### config.mk
export PLATFORM = sky130hd
export DESIGN_NAME = cxi_core
export DESIGN_NICKNAME = d
export VERILOG_FILES = /design/src/core/cxi_pkg.sv /design/src/core/cxi_core.sv
export SDC_FILE = /design/constraint.sdc
export NUM_CORES = 2
export LEC_CHECK = 0
export BUFFER_PORTS_ARGS = -buffer_cell sky130_fd_sc_hd__buf_2
export CORE_UTILIZATION = 42
export DETAILED_ROUTE_END_ITERATION = 8
export HOLD_SLACK_MARGIN = 0.06
export PLACE_DENSITY_LB_ADDON = 0.08
export RECOVER_POWER = 25
export REMOVE_ABC_BUFFERS = 1
export SYNTH_ARGS = -nofsm -noshare
export SYNTH_HDL_FRONTEND = slang
export SYNTH_SLANG_ARGS = --single-unit
### constraint.sdc
create_clock -name clk_sys -period 26.5 [get_ports clk_sys]
set_clock_uncertainty 0.15 [all_clocks]
set_input_delay 0 -clock clk_sys [delete_from_list [all_inputs] [get_ports clk_sys]]
set_output_delay 0 -clock clk_sys [all_outputs]
set_load 0.05 [all_outputs]
### src/core/cxi_pkg.sv
// Constants and types for the core register file, stack pointer and interrupt unit.
// Assumes one clock domain and I/O addresses that sit 0x20 above in data space.
package cxi_pkg;
  localparam int NREG = 32;
  localparam int NIRQ = 8;
  localparam logic [15:0] RF_TOP = 16'h001F;
  localparam logic [15:0] IO_DS_BASE = 16'h0020;
  localparam logic [5:0] IO_MCU_CTRL = 6'h35;
  localparam logic [5:0] IO_SP_LOW = 6'h3D;
  localparam logic [5:0] IO_SP_HIGH = 6'h3E;
  localparam logic [5:0] IO_STATUS = 6'h3F;
  localparam logic [7:0] SP_RESET = 8'h00;
  localparam logic [7:0] STATUS_RESET = 8'h00;
  localparam logic [7:0] MCU_CTRL_RESET = 8'h00;
  localparam int GIE_BIT = 7;
  localparam int VECTOR_TABLE_SELECT_BIT = 1;
  localparam logic [4:0] PTR_BASE = 5'h1A;
  localparam logic [15:0] VEC_STRIDE = 16'h0002;
  localparam logic [NIRQ-1:0] LEVEL_IRQ = 8'hC0;
  localparam logic [3:0] ENTRY_CYC = 4'h4;
  localparam logic [3:0] WAKE_CYC = 4'h4;
  localparam logic [3:0] EXIT_CYC = 4'h4;
  typedef enum logic [2:0] {STK_NONE, STK_PUSH1, STK_POP1, STK_PUSH2, STK_POP2} cxi_stk_t;
  typedef enum logic [1:0] {PTR_NONE, PTR_POSTINC, PTR_PREDEC, PTR_DISP} cxi_pmode_t;
  typedef enum logic [2:0] {ST_RUN = 3'b001, ST_ENTRY = 3'b010, ST_EXIT = 3'b100} cxi_state_t;
endpackage

### src/core/cxi_core.sv
// Register file, stack pointer and interrupt entry/return control of the CPU core.
// Assumes the instruction stream marks instruction ends, the stack memory answers reads
// one cycle after the strobe, and peripherals supply enables and flag clear pulses.
// Summary of operation
// - 32 byte registers, also visible at data addresses 0x00 to 0x1F.
// - Ports: byte read/byte write, two bytes read, 16-bit write, 16-bit read.
// - Registers 26..31 form three 16-bit pointers, low byte at even address.
// - Pointers give base plus displacement, post-increment or pre-decrement.
// - Two operands read and result written back within one cycle.
// - Runs on the undivided clock; prefetch gives one instruction per clock.
// - Stack grows downward; push lowers the pointer.
// - Push lowers pointer by one; call or interrupt lowers it by two.
// - Pop raises pointer by one; return or interrupt return raises by two.
// - Stack pointer is two read/write I/O bytes at 0x3E and 0x3D, reset zero.
// - Each source has a low vector; lower vector means higher priority.
// - Interrupt taken only with its own enable and global enable set.
// - Vector select bit moves vectors to boot start; fuse moves reset vector.
// - Programmed boot lock fields suppress interrupts depending on program counter.
// - Taking an interrupt clears global enable; interrupt return sets it.
// - Hardware clears the flag on vectoring; software clears by writing one.
// - Flags stay latched while disabled; several are served by priority.
// - Level sources request only while their condition stays present.
// - After interrupt return one instruction runs before another interrupt.
// - Clear-global-enable blocks interrupts at once, even same-cycle ones.
// - Entry takes at least four cycles pushing the PC after instruction ends.
// - Entry from sleep takes four more cycles.
// - Return takes four cycles, pops PC, raises pointer by two, sets enable.
// - After set-global-enable the next instruction runs before any interrupt.
`timescale 1ns/100ps
`default_nettype none
module cxi_core
  import cxi_pkg::*;
(
  input wire logic clk_sys, // Core clock, undivided
  input wire logic rst, // Asynchronous reset, active high
  input wire logic [4:0] rd_a_addr, // Operand A register
  input wire logic [4:0] rd_b_addr, // Operand B register
  output logic [7:0] rd_a_data, // Operand A byte
  output logic [7:0] rd_b_data, // Operand B byte
  output logic [15:0] rd_word, // Pair at rd_a_addr with bit 0 cleared
  input wire logic wr_en, // Result write
  input wire logic wr_wide, // Result is 16 bits into a pair
  input wire logic [4:0] wr_addr, // Result register
  input wire logic [15:0] wr_data, // Result value
  input wire logic ptr_req, // Pointer access request
  input wire logic [1:0] ptr_sel, // 0,1,2 selects the pointer pair
  input wire cxi_pmode_t ptr_mode, // Pointer addressing mode
  input wire logic [5:0] ptr_disp, // Displacement
  output logic [15:0] ptr_addr, // Effective address, cycle after request
  input wire logic [15:0] ds_addr, // Data-space address
  input wire logic ds_wr, // Data-space write strobe
  input wire logic ds_rd, // Data-space read strobe
  input wire logic [7:0] ds_wdata, // Data-space write byte
  output logic [7:0] ds_rdata, // Read byte, cycle after strobe
  output logic ds_hit, // Read address was mapped here
  input wire logic instr_done, // Current instruction completes this cycle
  input wire logic sleeping, // Core is asleep
  input wire cxi_stk_t stack_op, // Stack adjustment by the instruction
  input wire logic sei_instr, // Set-global-enable executes
  input wire logic cli_instr, // Clear-global-enable executes
  input wire logic interrupt_exit_instr, // Interrupt return begins
  input wire logic [15:0] pc, // Program counter
  output logic [15:0] stack_pointer, // Current stack pointer
  output logic global_enable, // Global enable bit
  output logic [7:0] core_status_register, // Full status byte
  input wire logic [NIRQ-1:0] irq_flag_set, // Flag-type event pulses
  input wire logic [NIRQ-1:0] irq_flag_clr, // Write-one flag clear pulses
  input wire logic [NIRQ-1:0] irq_level, // Level-type conditions
  input wire logic [NIRQ-1:0] irq_enable, // Individual enables
  output logic [NIRQ-1:0] irq_flag, // Latched flags
  input wire logic [15:0] boot_base, // Start of boot section
  input wire logic boot_start_fuse, // Reset vector in boot section
  input wire logic app_lock_field, // Application lock programmed
  input wire logic boot_lock_field, // Boot lock programmed
  output logic [15:0] reset_vector, // Reset vector address
  output logic irq_busy, // Entry or return sequence running
  output logic irq_vec_valid, // Jump to irq_vector now
  output logic [15:0] irq_vector, // Vector of accepted interrupt
  output logic ret_valid, // Popped PC ready
  output logic [15:0] ret_pc, // Popped return address
  output logic stk_wr, // Stack memory write
  output logic stk_rd, // Stack memory read
  output logic [15:0] stk_addr, // Stack memory address
  output logic [7:0] stk_wdata, // Stack write byte
  input wire logic [7:0] stk_rdata // Stack read byte, cycle after stk_rd
);
  logic [7:0] rf [NREG];
  logic [7:0] mcu_control_register;
  cxi_state_t state;
  logic [3:0] cnt;
  logic [3:0] entry_len;
  logic hold_one;
  logic [2:0] take_idx;

  function automatic logic [15:0] pair_of(input logic [4:0] a);
    pair_of = {rf[{a[4:1], 1'b1}], rf[{a[4:1], 1'b0}]};
  endfunction

  function automatic logic [2:0] first_set(input logic [NIRQ-1:0] v);
    first_set = 3'h0;
    for (int i = NIRQ - 1; i >= 0; i--)
      if (v[i])
        first_set = i[2:0];
  endfunction

  // Register file reads, combinational for same-cycle ALU use
  assign rd_a_data = rf[rd_a_addr];
  assign rd_b_data = rf[rd_b_addr];
  assign rd_word = pair_of(rd_a_addr);

  wire [4:0] ptr_lo = PTR_BASE + {2'h0, ptr_sel, 1'b0};
  wire [15:0] ptr_val = pair_of(ptr_lo);
  wire [15:0] ptr_dec = ptr_val - 16'h0001;
  wire [15:0] ptr_inc = ptr_val + 16'h0001;
  wire ptr_upd = ptr_req && (ptr_mode == PTR_POSTINC || ptr_mode == PTR_PREDEC);
  wire [15:0] ptr_new = (ptr_mode == PTR_PREDEC) ? ptr_dec : ptr_inc;
  wire [15:0] next_ptr_addr = (ptr_mode == PTR_PREDEC) ? ptr_dec :
    (ptr_mode == PTR_DISP) ? ptr_val + {10'h000, ptr_disp} : ptr_val;

  // Data-space decode
  wire ds_rf = ds_addr <= RF_TOP;
  wire [15:0] io_off = ds_addr - IO_DS_BASE;
  wire ds_io = ds_addr >= IO_DS_BASE && io_off[15:6] == 10'h000;
  wire ds_spl = ds_io && io_off[5:0] == IO_SP_LOW;
  wire ds_sph = ds_io && io_off[5:0] == IO_SP_HIGH;
  wire ds_st = ds_io && io_off[5:0] == IO_STATUS;
  wire ds_mcu = ds_io && io_off[5:0] == IO_MCU_CTRL;
  wire ds_map = ds_rf || ds_spl || ds_sph || ds_st || ds_mcu;
  wire [7:0] ds_mux = ds_rf ? rf[ds_addr[4:0]] : ds_spl ? stack_pointer[7:0] :
    ds_sph ? stack_pointer[15:8] : ds_st ? core_status_register :
    ds_mcu ? mcu_control_register : 8'h00;

  always_ff @(posedge clk_sys or posedge rst)
  begin
    if (rst)
    begin
      for (int i = 0; i < NREG; i++)
        rf[i] <= 8'h00;
    end
    else
    begin
      if (ptr_upd)
      begin
        rf[ptr_lo] <= ptr_new[7:0];
        rf[ptr_lo + 5'h01] <= ptr_new[15:8];
      end
      if (wr_en && wr_wide)
      begin
        rf[{wr_addr[4:1], 1'b0}] <= wr_data[7:0];
        rf[{wr_addr[4:1], 1'b1}] <= wr_data[15:8];
      end
      else if (wr_en)
        rf[wr_addr] <= wr_data[7:0];
      if (ds_wr && ds_rf)
        rf[ds_addr[4:0]] <= ds_wdata;
    end
  end

  always_ff @(posedge clk_sys or posedge rst)
  begin
    if (rst)
    begin
      ptr_addr <= 16'h0000;
      ds_rdata <= 8'h00;
      ds_hit <= 1'b0;
    end
    else
    begin
      if (ptr_req)
        ptr_addr <= next_ptr_addr;
      if (ds_rd)
        ds_rdata <= ds_mux;
      ds_hit <= ds_rd && ds_map;
    end
  end

  // Interrupt request selection
  wire [NIRQ-1:0] req = (irq_flag & ~LEVEL_IRQ) | (irq_level & LEVEL_IRQ);
  wire [NIRQ-1:0] live = req & irq_enable;
  wire [2:0] win = first_set(live);
  wire vector_table_select = mcu_control_register[VECTOR_TABLE_SELECT_BIT];
  wire in_boot = pc >= boot_base;
  wire lock_block = (app_lock_field && !vector_table_select && in_boot) ||
    (boot_lock_field && vector_table_select && !in_boot);
  wire at_edge = instr_done || sleeping;
  wire take = state == ST_RUN && at_edge && global_enable && !cli_instr && !hold_one &&
    !lock_block && |live;
  wire [NIRQ-1:0] hw_clr = take ? (8'h01 << win) & ~LEVEL_IRQ : 8'h00;
  wire [15:0] vec_base = vector_table_select ? boot_base : 16'h0000;
  wire last = state == ST_ENTRY ? cnt == entry_len - 4'h1 : cnt == EXIT_CYC - 4'h1;
  wire exit_done = state == ST_EXIT && last;
  wire run_exit = state == ST_RUN && interrupt_exit_instr && !take;

  assign irq_busy = state != ST_RUN;
  assign irq_vec_valid = state == ST_ENTRY && last;
  assign reset_vector = boot_start_fuse ? boot_base : 16'h0000;
  assign global_enable = core_status_register[GIE_BIT];

  always_ff @(posedge clk_sys or posedge rst)
  begin
    if (rst)
      irq_flag <= 8'h00;
    else
      irq_flag <= (irq_flag & ~irq_flag_clr & ~hw_clr) | (irq_flag_set & ~LEVEL_IRQ);
  end

  // Stack pointer next value
  logic [15:0] sp_adj;
  always_comb
  begin
    sp_adj = stack_pointer;
    if (state == ST_ENTRY && cnt < 4'h2)
      sp_adj = stack_pointer - 16'h0001;
    else if (state == ST_EXIT && cnt < 4'h2)
      sp_adj = stack_pointer + 16'h0001;
    else if (state == ST_RUN && !take)
    begin
      case (stack_op)
        STK_PUSH1: sp_adj = stack_pointer - 16'h0001;
        STK_PUSH2: sp_adj = stack_pointer - 16'h0002;
        STK_POP1: sp_adj = stack_pointer + 16'h0001;
        STK_POP2: sp_adj = stack_pointer + 16'h0002;
        default: sp_adj = stack_pointer;
      endcase
    end
  end
  wire [15:0] next_sp = {ds_wr && ds_sph ? ds_wdata : sp_adj[15:8],
    ds_wr && ds_spl ? ds_wdata : sp_adj[7:0]};

  // Global enable: take and clear win over set
  wire next_gie = take ? 1'b0 : cli_instr ? 1'b0 : (sei_instr || exit_done) ? 1'b1 :
    (ds_wr && ds_st) ? ds_wdata[GIE_BIT] : global_enable;
  wire [7:0] st_wr = (ds_wr && ds_st) ? ds_wdata : core_status_register;

  always_ff @(posedge clk_sys or posedge rst)
  begin
    if (rst)
    begin
      stack_pointer <= {SP_RESET, SP_RESET};
      core_status_register <= STATUS_RESET;
      mcu_control_register <= MCU_CTRL_RESET;
    end
    else
    begin
      stack_pointer <= next_sp;
      core_status_register <= {next_gie, st_wr[6:0]};
      if (ds_wr && ds_mcu)
        mcu_control_register <= ds_wdata;
    end
  end

  // Entry and return sequencer
  always_ff @(posedge clk_sys or posedge rst)
  begin
    if (rst)
    begin
      state <= ST_RUN;
      cnt <= 4'h0;
      entry_len <= ENTRY_CYC;
      hold_one <= 1'b0;
      take_idx <= 3'h0;
      irq_vector <= 16'h0000;
    end
    else
    begin
      hold_one <= exit_done || (hold_one && !instr_done);
      case (state)
        ST_RUN:
        begin
          cnt <= 4'h0;
          if (take)
          begin
            state <= ST_ENTRY;
            entry_len <= sleeping ? ENTRY_CYC + WAKE_CYC : ENTRY_CYC;
            take_idx <= win;
            irq_vector <= vec_base + VEC_STRIDE * {12'h000, {1'b0, win} + 4'h1};
          end
          else if (interrupt_exit_instr)
            state <= ST_EXIT;
        end
        ST_ENTRY:
        begin
          cnt <= cnt + 4'h1;
          if (last)
            state <= ST_RUN;
        end
        ST_EXIT:
        begin
          cnt <= cnt + 4'h1;
          if (last)
            state <= ST_RUN;
        end
        default: state <= ST_RUN;
      endcase
    end
  end

  // Stack memory strobes: PC low then high on entry, high then low on return
  always_ff @(posedge clk_sys or posedge rst)
  begin
    if (rst)
    begin
      stk_wr <= 1'b0;
      stk_rd <= 1'b0;
      stk_addr <= 16'h0000;
      stk_wdata <= 8'h00;
      ret_pc <= 16'h0000;
      ret_valid <= 1'b0;
    end
    else
    begin
      stk_wr <= state == ST_ENTRY && cnt < 4'h2;
      stk_rd <= state == ST_EXIT && cnt < 4'h2;
      stk_addr <= state == ST_EXIT ? stack_pointer + 16'h0001 : stack_pointer;
      stk_wdata <= cnt == 4'h0 ? pc[7:0] : pc[15:8];
      if (state == ST_EXIT && cnt == 4'h2)
        ret_pc[15:8] <= stk_rdata;
      if (state == ST_EXIT && cnt == 4'h3)
        ret_pc[7:0] <= stk_rdata;
      ret_valid <= exit_done;
    end
  end

  gie_clear_a: assert property (@(posedge clk_sys) disable iff (rst) take |=> !global_enable)
    else $error("global enable not cleared on interrupt entry");
  cli_block_a: assert property (@(posedge clk_sys) disable iff (rst) cli_instr |-> !take)
    else $error("interrupt taken with clear-enable");
  flag_hwclr_a: assert property (@(posedge clk_sys) disable iff (rst)
    take && !irq_flag_set[win] && !LEVEL_IRQ[win] |=> !irq_flag[take_idx])
    else $error("flag not cleared on vectoring");
  entry_len_a: assert property (@(posedge clk_sys) disable iff (rst)
    take && !sleeping |-> ##1 !irq_vec_valid [*3] ##1 irq_vec_valid)
    else $error("entry did not take four cycles");
  wake_len_a: assert property (@(posedge clk_sys) disable iff (rst)
    take && sleeping |-> ##1 !irq_vec_valid [*7] ##1 irq_vec_valid)
    else $error("wake entry did not take eight cycles");
  entry_sp_a: assert property (@(posedge clk_sys) disable iff (rst)
    take ##1 !ds_wr [*2] |=> stack_pointer == $past(stack_pointer, 3) - 16'h0002)
    else $error("entry did not lower stack pointer by two");
  exit_seq_a: assert property (@(posedge clk_sys) disable iff (rst)
    run_exit ##1 (!ds_wr && !cli_instr) [*4] |=> global_enable &&
    stack_pointer == $past(stack_pointer, 5) + 16'h0002)
    else $error("return did not restore enable and pointer");
  pop_one_a: assert property (@(posedge clk_sys) disable iff (rst)
    state == ST_RUN && !take && stack_op == STK_POP1 && !ds_wr
    |=> stack_pointer == $past(stack_pointer) + 16'h0001)
    else $error("pop did not raise stack pointer by one");
  one_instr_a: assert property (@(posedge clk_sys) disable iff (rst)
    exit_done |=> !take until_with instr_done)
    else $error("interrupt taken before one instruction after return");
  gate_en_a: assert property (@(posedge clk_sys) disable iff (rst)
    take |-> global_enable && irq_enable[win] && req[win])
    else $error("interrupt taken while disabled");
endmodule
`default_nettype wire

==> results_dict.tcl <==
set metrics [dict create \
    status "finished, violations left" \
    violations "max-capacitance violations, max-slew violations" \
    holdPathStages 3 \
    wl_per_cell_um 32.8 \
    cts_setup_buffers 0 \
    n_fill_cell 7111 \
    root_buffer "clkbuf_16" \
    grt_pass1_wl_mm 227 \
    rows 101 \
    clock_path_buffers 3 \
    io_pins 322 \
    arrival_ns 6.08 \
    critPathLaunch "ptr_sel[0]" \
    finalHoldViolCount 0 \
    via_per_inst 6.79 \
    synth_seq_area_share_pct 30.3 \
    place_congestion 0.993 \
    dr.first_iter.drc_count 4216 \
    die_x_um 279 \
    reg2reg_depth 9 \
    async_reset_ff_share_pct 100 \
    dp_hpwl_mm 111 \
    p_leak_uw 0.0150 \
    hold_start "pc[7]" \
    cts_resized 0 \
    cp_max_fo 51 \
    grt_pass1_vias 31700 \
    endpoint_kind "flop" \
    antenna_found_initial 7 \
    port_buffers 313 \
    avgSynthCellArea_um2 9.35 \
    worst_slew_pin_slew_ns 5.76 \
    r2r_start "rf[207]$_DFF_PP0_" \
    synth_top_cell_by_area "dfrtp_1" \
    synth_edf_count 0 \
    core_area_um2 75900 \
    antenna_left 0 \
    fmax_mhz 177 \
    die_h_um 279 \
    multi_input_area_um2 21100 \
    fin_util_pct 49.8 \
    cts_tree "yes" \
    synth_top_area_share_pct 30.1 \
    regArea_um2 9760 \
    drc 0 \
    fin_nets 3972 \
    synthFlopType "dfrtp_1" \
    die-area_um2 77900 \
    grt_max_degree 141 \
    synth.distinct_cells 88 \
    vias 32800 \
    ys_ff_latch 390 \
    cts_hold_buf 172 \
    drv_slew 121 \
    cts-buffers-inserted 50 \
    syn_to_final_growth_pct 17.4 \
    crit_required_ns 26.93 \
    slew-limit-headroom_pct -284 \
    drtPass1Iterations 8 \
    setup_viol 0 \
    clk_latency_ns 0.64 \
    startpoint_type "primary input" \
    htreeDepth 2 \
    setup_tns_ns 0 \
    power_density_nw_per_um2 93.8 \
    grt.total_usage_pct 40.3 \
    drt_wl_total_mm 158 \
    clk_pin_slew_worst_paths_ns 0.06 \
    start_util_pct 42.4 \
    fin_crit_sh_pct 21.4 \
    syn_area_um2 32200 \
    path_class "in2reg" \
    ir_worst_vdd_mv 0.0488 \
    worstHoldPathType "in2reg" \
    synth_warnings 0 \
    drive_gt1_share_pct 19.4 \
    post-route-min-period_ns 5.66 \
    rsz0062_at_grt "no" \
    grt_overflow 0 \
    synthCells 3446 \
    cts.sinks 390 \
    synth_area_leaders "dfrtp_1 30%, mux4_2 19%, mux2i_1 4.5%" \
    cap_violations 2 \
]
state kept, by name (all words and copies together), names as in the netlist, 2 cells and up:
name	cells
irq_vector	16
stk_wdata	8
ptr_addr	16
mcu_control_register	8
stack_pointer	16
rf	256
stk_addr	16
entry_len	2
ds_rdata	8
cnt	4
core_status_register	8
ret_pc	16
state	3
irq_flag	8
final cells by class:
type                    count  share of cell area [%]
diodes                      2                  0.0132
inverters                  65                   0.648
clock inverters            33                    1.23
repair buffers            544                    9.53
well taps                1030                    3.40
clock buffers              59                    3.58
multi-input cells        2704                    55.8
flip-flops and latches    390                    25.8
placed cells by master (no fill, tap or decap), types with 59 or more instances in the layout:
cell type	Yosys	final
a21oi_1	256	256
buf_2	17	191
buf_4	4	62
clkbuf_1	209	121
dfrtp_1	388	388
dlygate4sd3_1	0	172
inv_1	60	59
mux2_2	73	73
mux2i_1	145	145
mux4_2	279	279
nand2_1	344	344
nand3_1	76	76
nor2_1	350	350
nor3_1	113	113
o21ai_0	239	238
o22ai_1	95	95
cells by family (layout without fill, tap and decap cells):
group                      after synthesis  count (layout)  share of synthesized area, %
other                                    0               2                             0
buffers and inverters                  352             701                          4.26
muxes                                  498             498                          26.6
DFF                                    390             390                          30.3
and+or+nand+nor                       1146            1146                          16.4
AOI/OAI and AO/OA                      915             915                          17.7
adders and majority gates               62              62                          2.48
xor gates and xnor gates                83              83                          2.28
where the power goes:
| group | internal, uW | switching (uW) | total [uW] |
|---|---|---|---|
| clock network | 465 | 314 | 780 |
| registers | 771 | 364 | 1130 |
| logic | 636 | 1000 | 1640 |
| total | 1870 | 1680 | 3550 |
Yosys cell counts, drive strengths merged, types with 20 or more instances:
cell    count
o21ai     249
xnor2      57
inv        62
buf        78
mux4      279
xor2       26
nor3      113
or3        23
nor4       27
o211ai     25
nor2b      21
a31oi      25
ha         59
mux2       73
a21oi     257
nand2     344
a22oi      22
nand3      77
clkbuf    209
dfrtp     388
o31ai      26
and3       37
nor2      351
mux2i     146
o221ai     23
or2        20
nand2b     38
o22ai      96
a211oi     40
and2       45
stage by stage:
step                hold WS (ns)  cell area [um^2]  worst slack (ns)  std cells  power, uW
floorplan                -0.0844             31100             15.51       3159       2050
global placement       -0.000226             34500             21.00       4561       2660
detailed placement        0.0107             34500             21.03       4561       2700
CTS                       0.0626             38000             21.36       4825       3510
global route              0.0854             37800             19.93       4825       3670
finish                    0.0863             37900             20.84       4827       3550
metal layers:
metal | GRT usage [%] | vias up | share of wire (%)
met5 | 0 | - | 0.037
met4 | 25.6 | 8 | 7.6
met3 | 10.9 | 534 | 11
met2 | 61.7 | 2221 | 44
met1 | 50.3 | 16300 | 37
li1 | - | 13700 | -
critical path, stage by stage:
cell           delay, ns
buf_2               0.15
inv_2               0.15
ha_2                0.70
buf_4               0.67
inv_2               0.29
mux4_2              0.53
o22a_1              0.35
or4_4               0.59
nor4_1              1.08
o21a_1              0.60
o21ai_0             0.15
a31oi_1             0.18
dlygate4sd3_1       0.58
worst paths after layout:
check	to	slack (ns)
hold reg to reg	irq_vector[15]$_DFFE_PP0P_	0.33
hold / removal	stk_wdata[7]$_DFF_PP0_	0.09
max in group asynchronous	rf[30]$_DFF_PP0_	20.89
setup / recovery	rf[199]$_DFF_PP0_	20.84
setup reg to reg	rf[199]$_DFF_PP0_	21.48
min in group asynchronous	rf[188]$_DFF_PP0_	2.05
(Power assumes the default switching activity.)
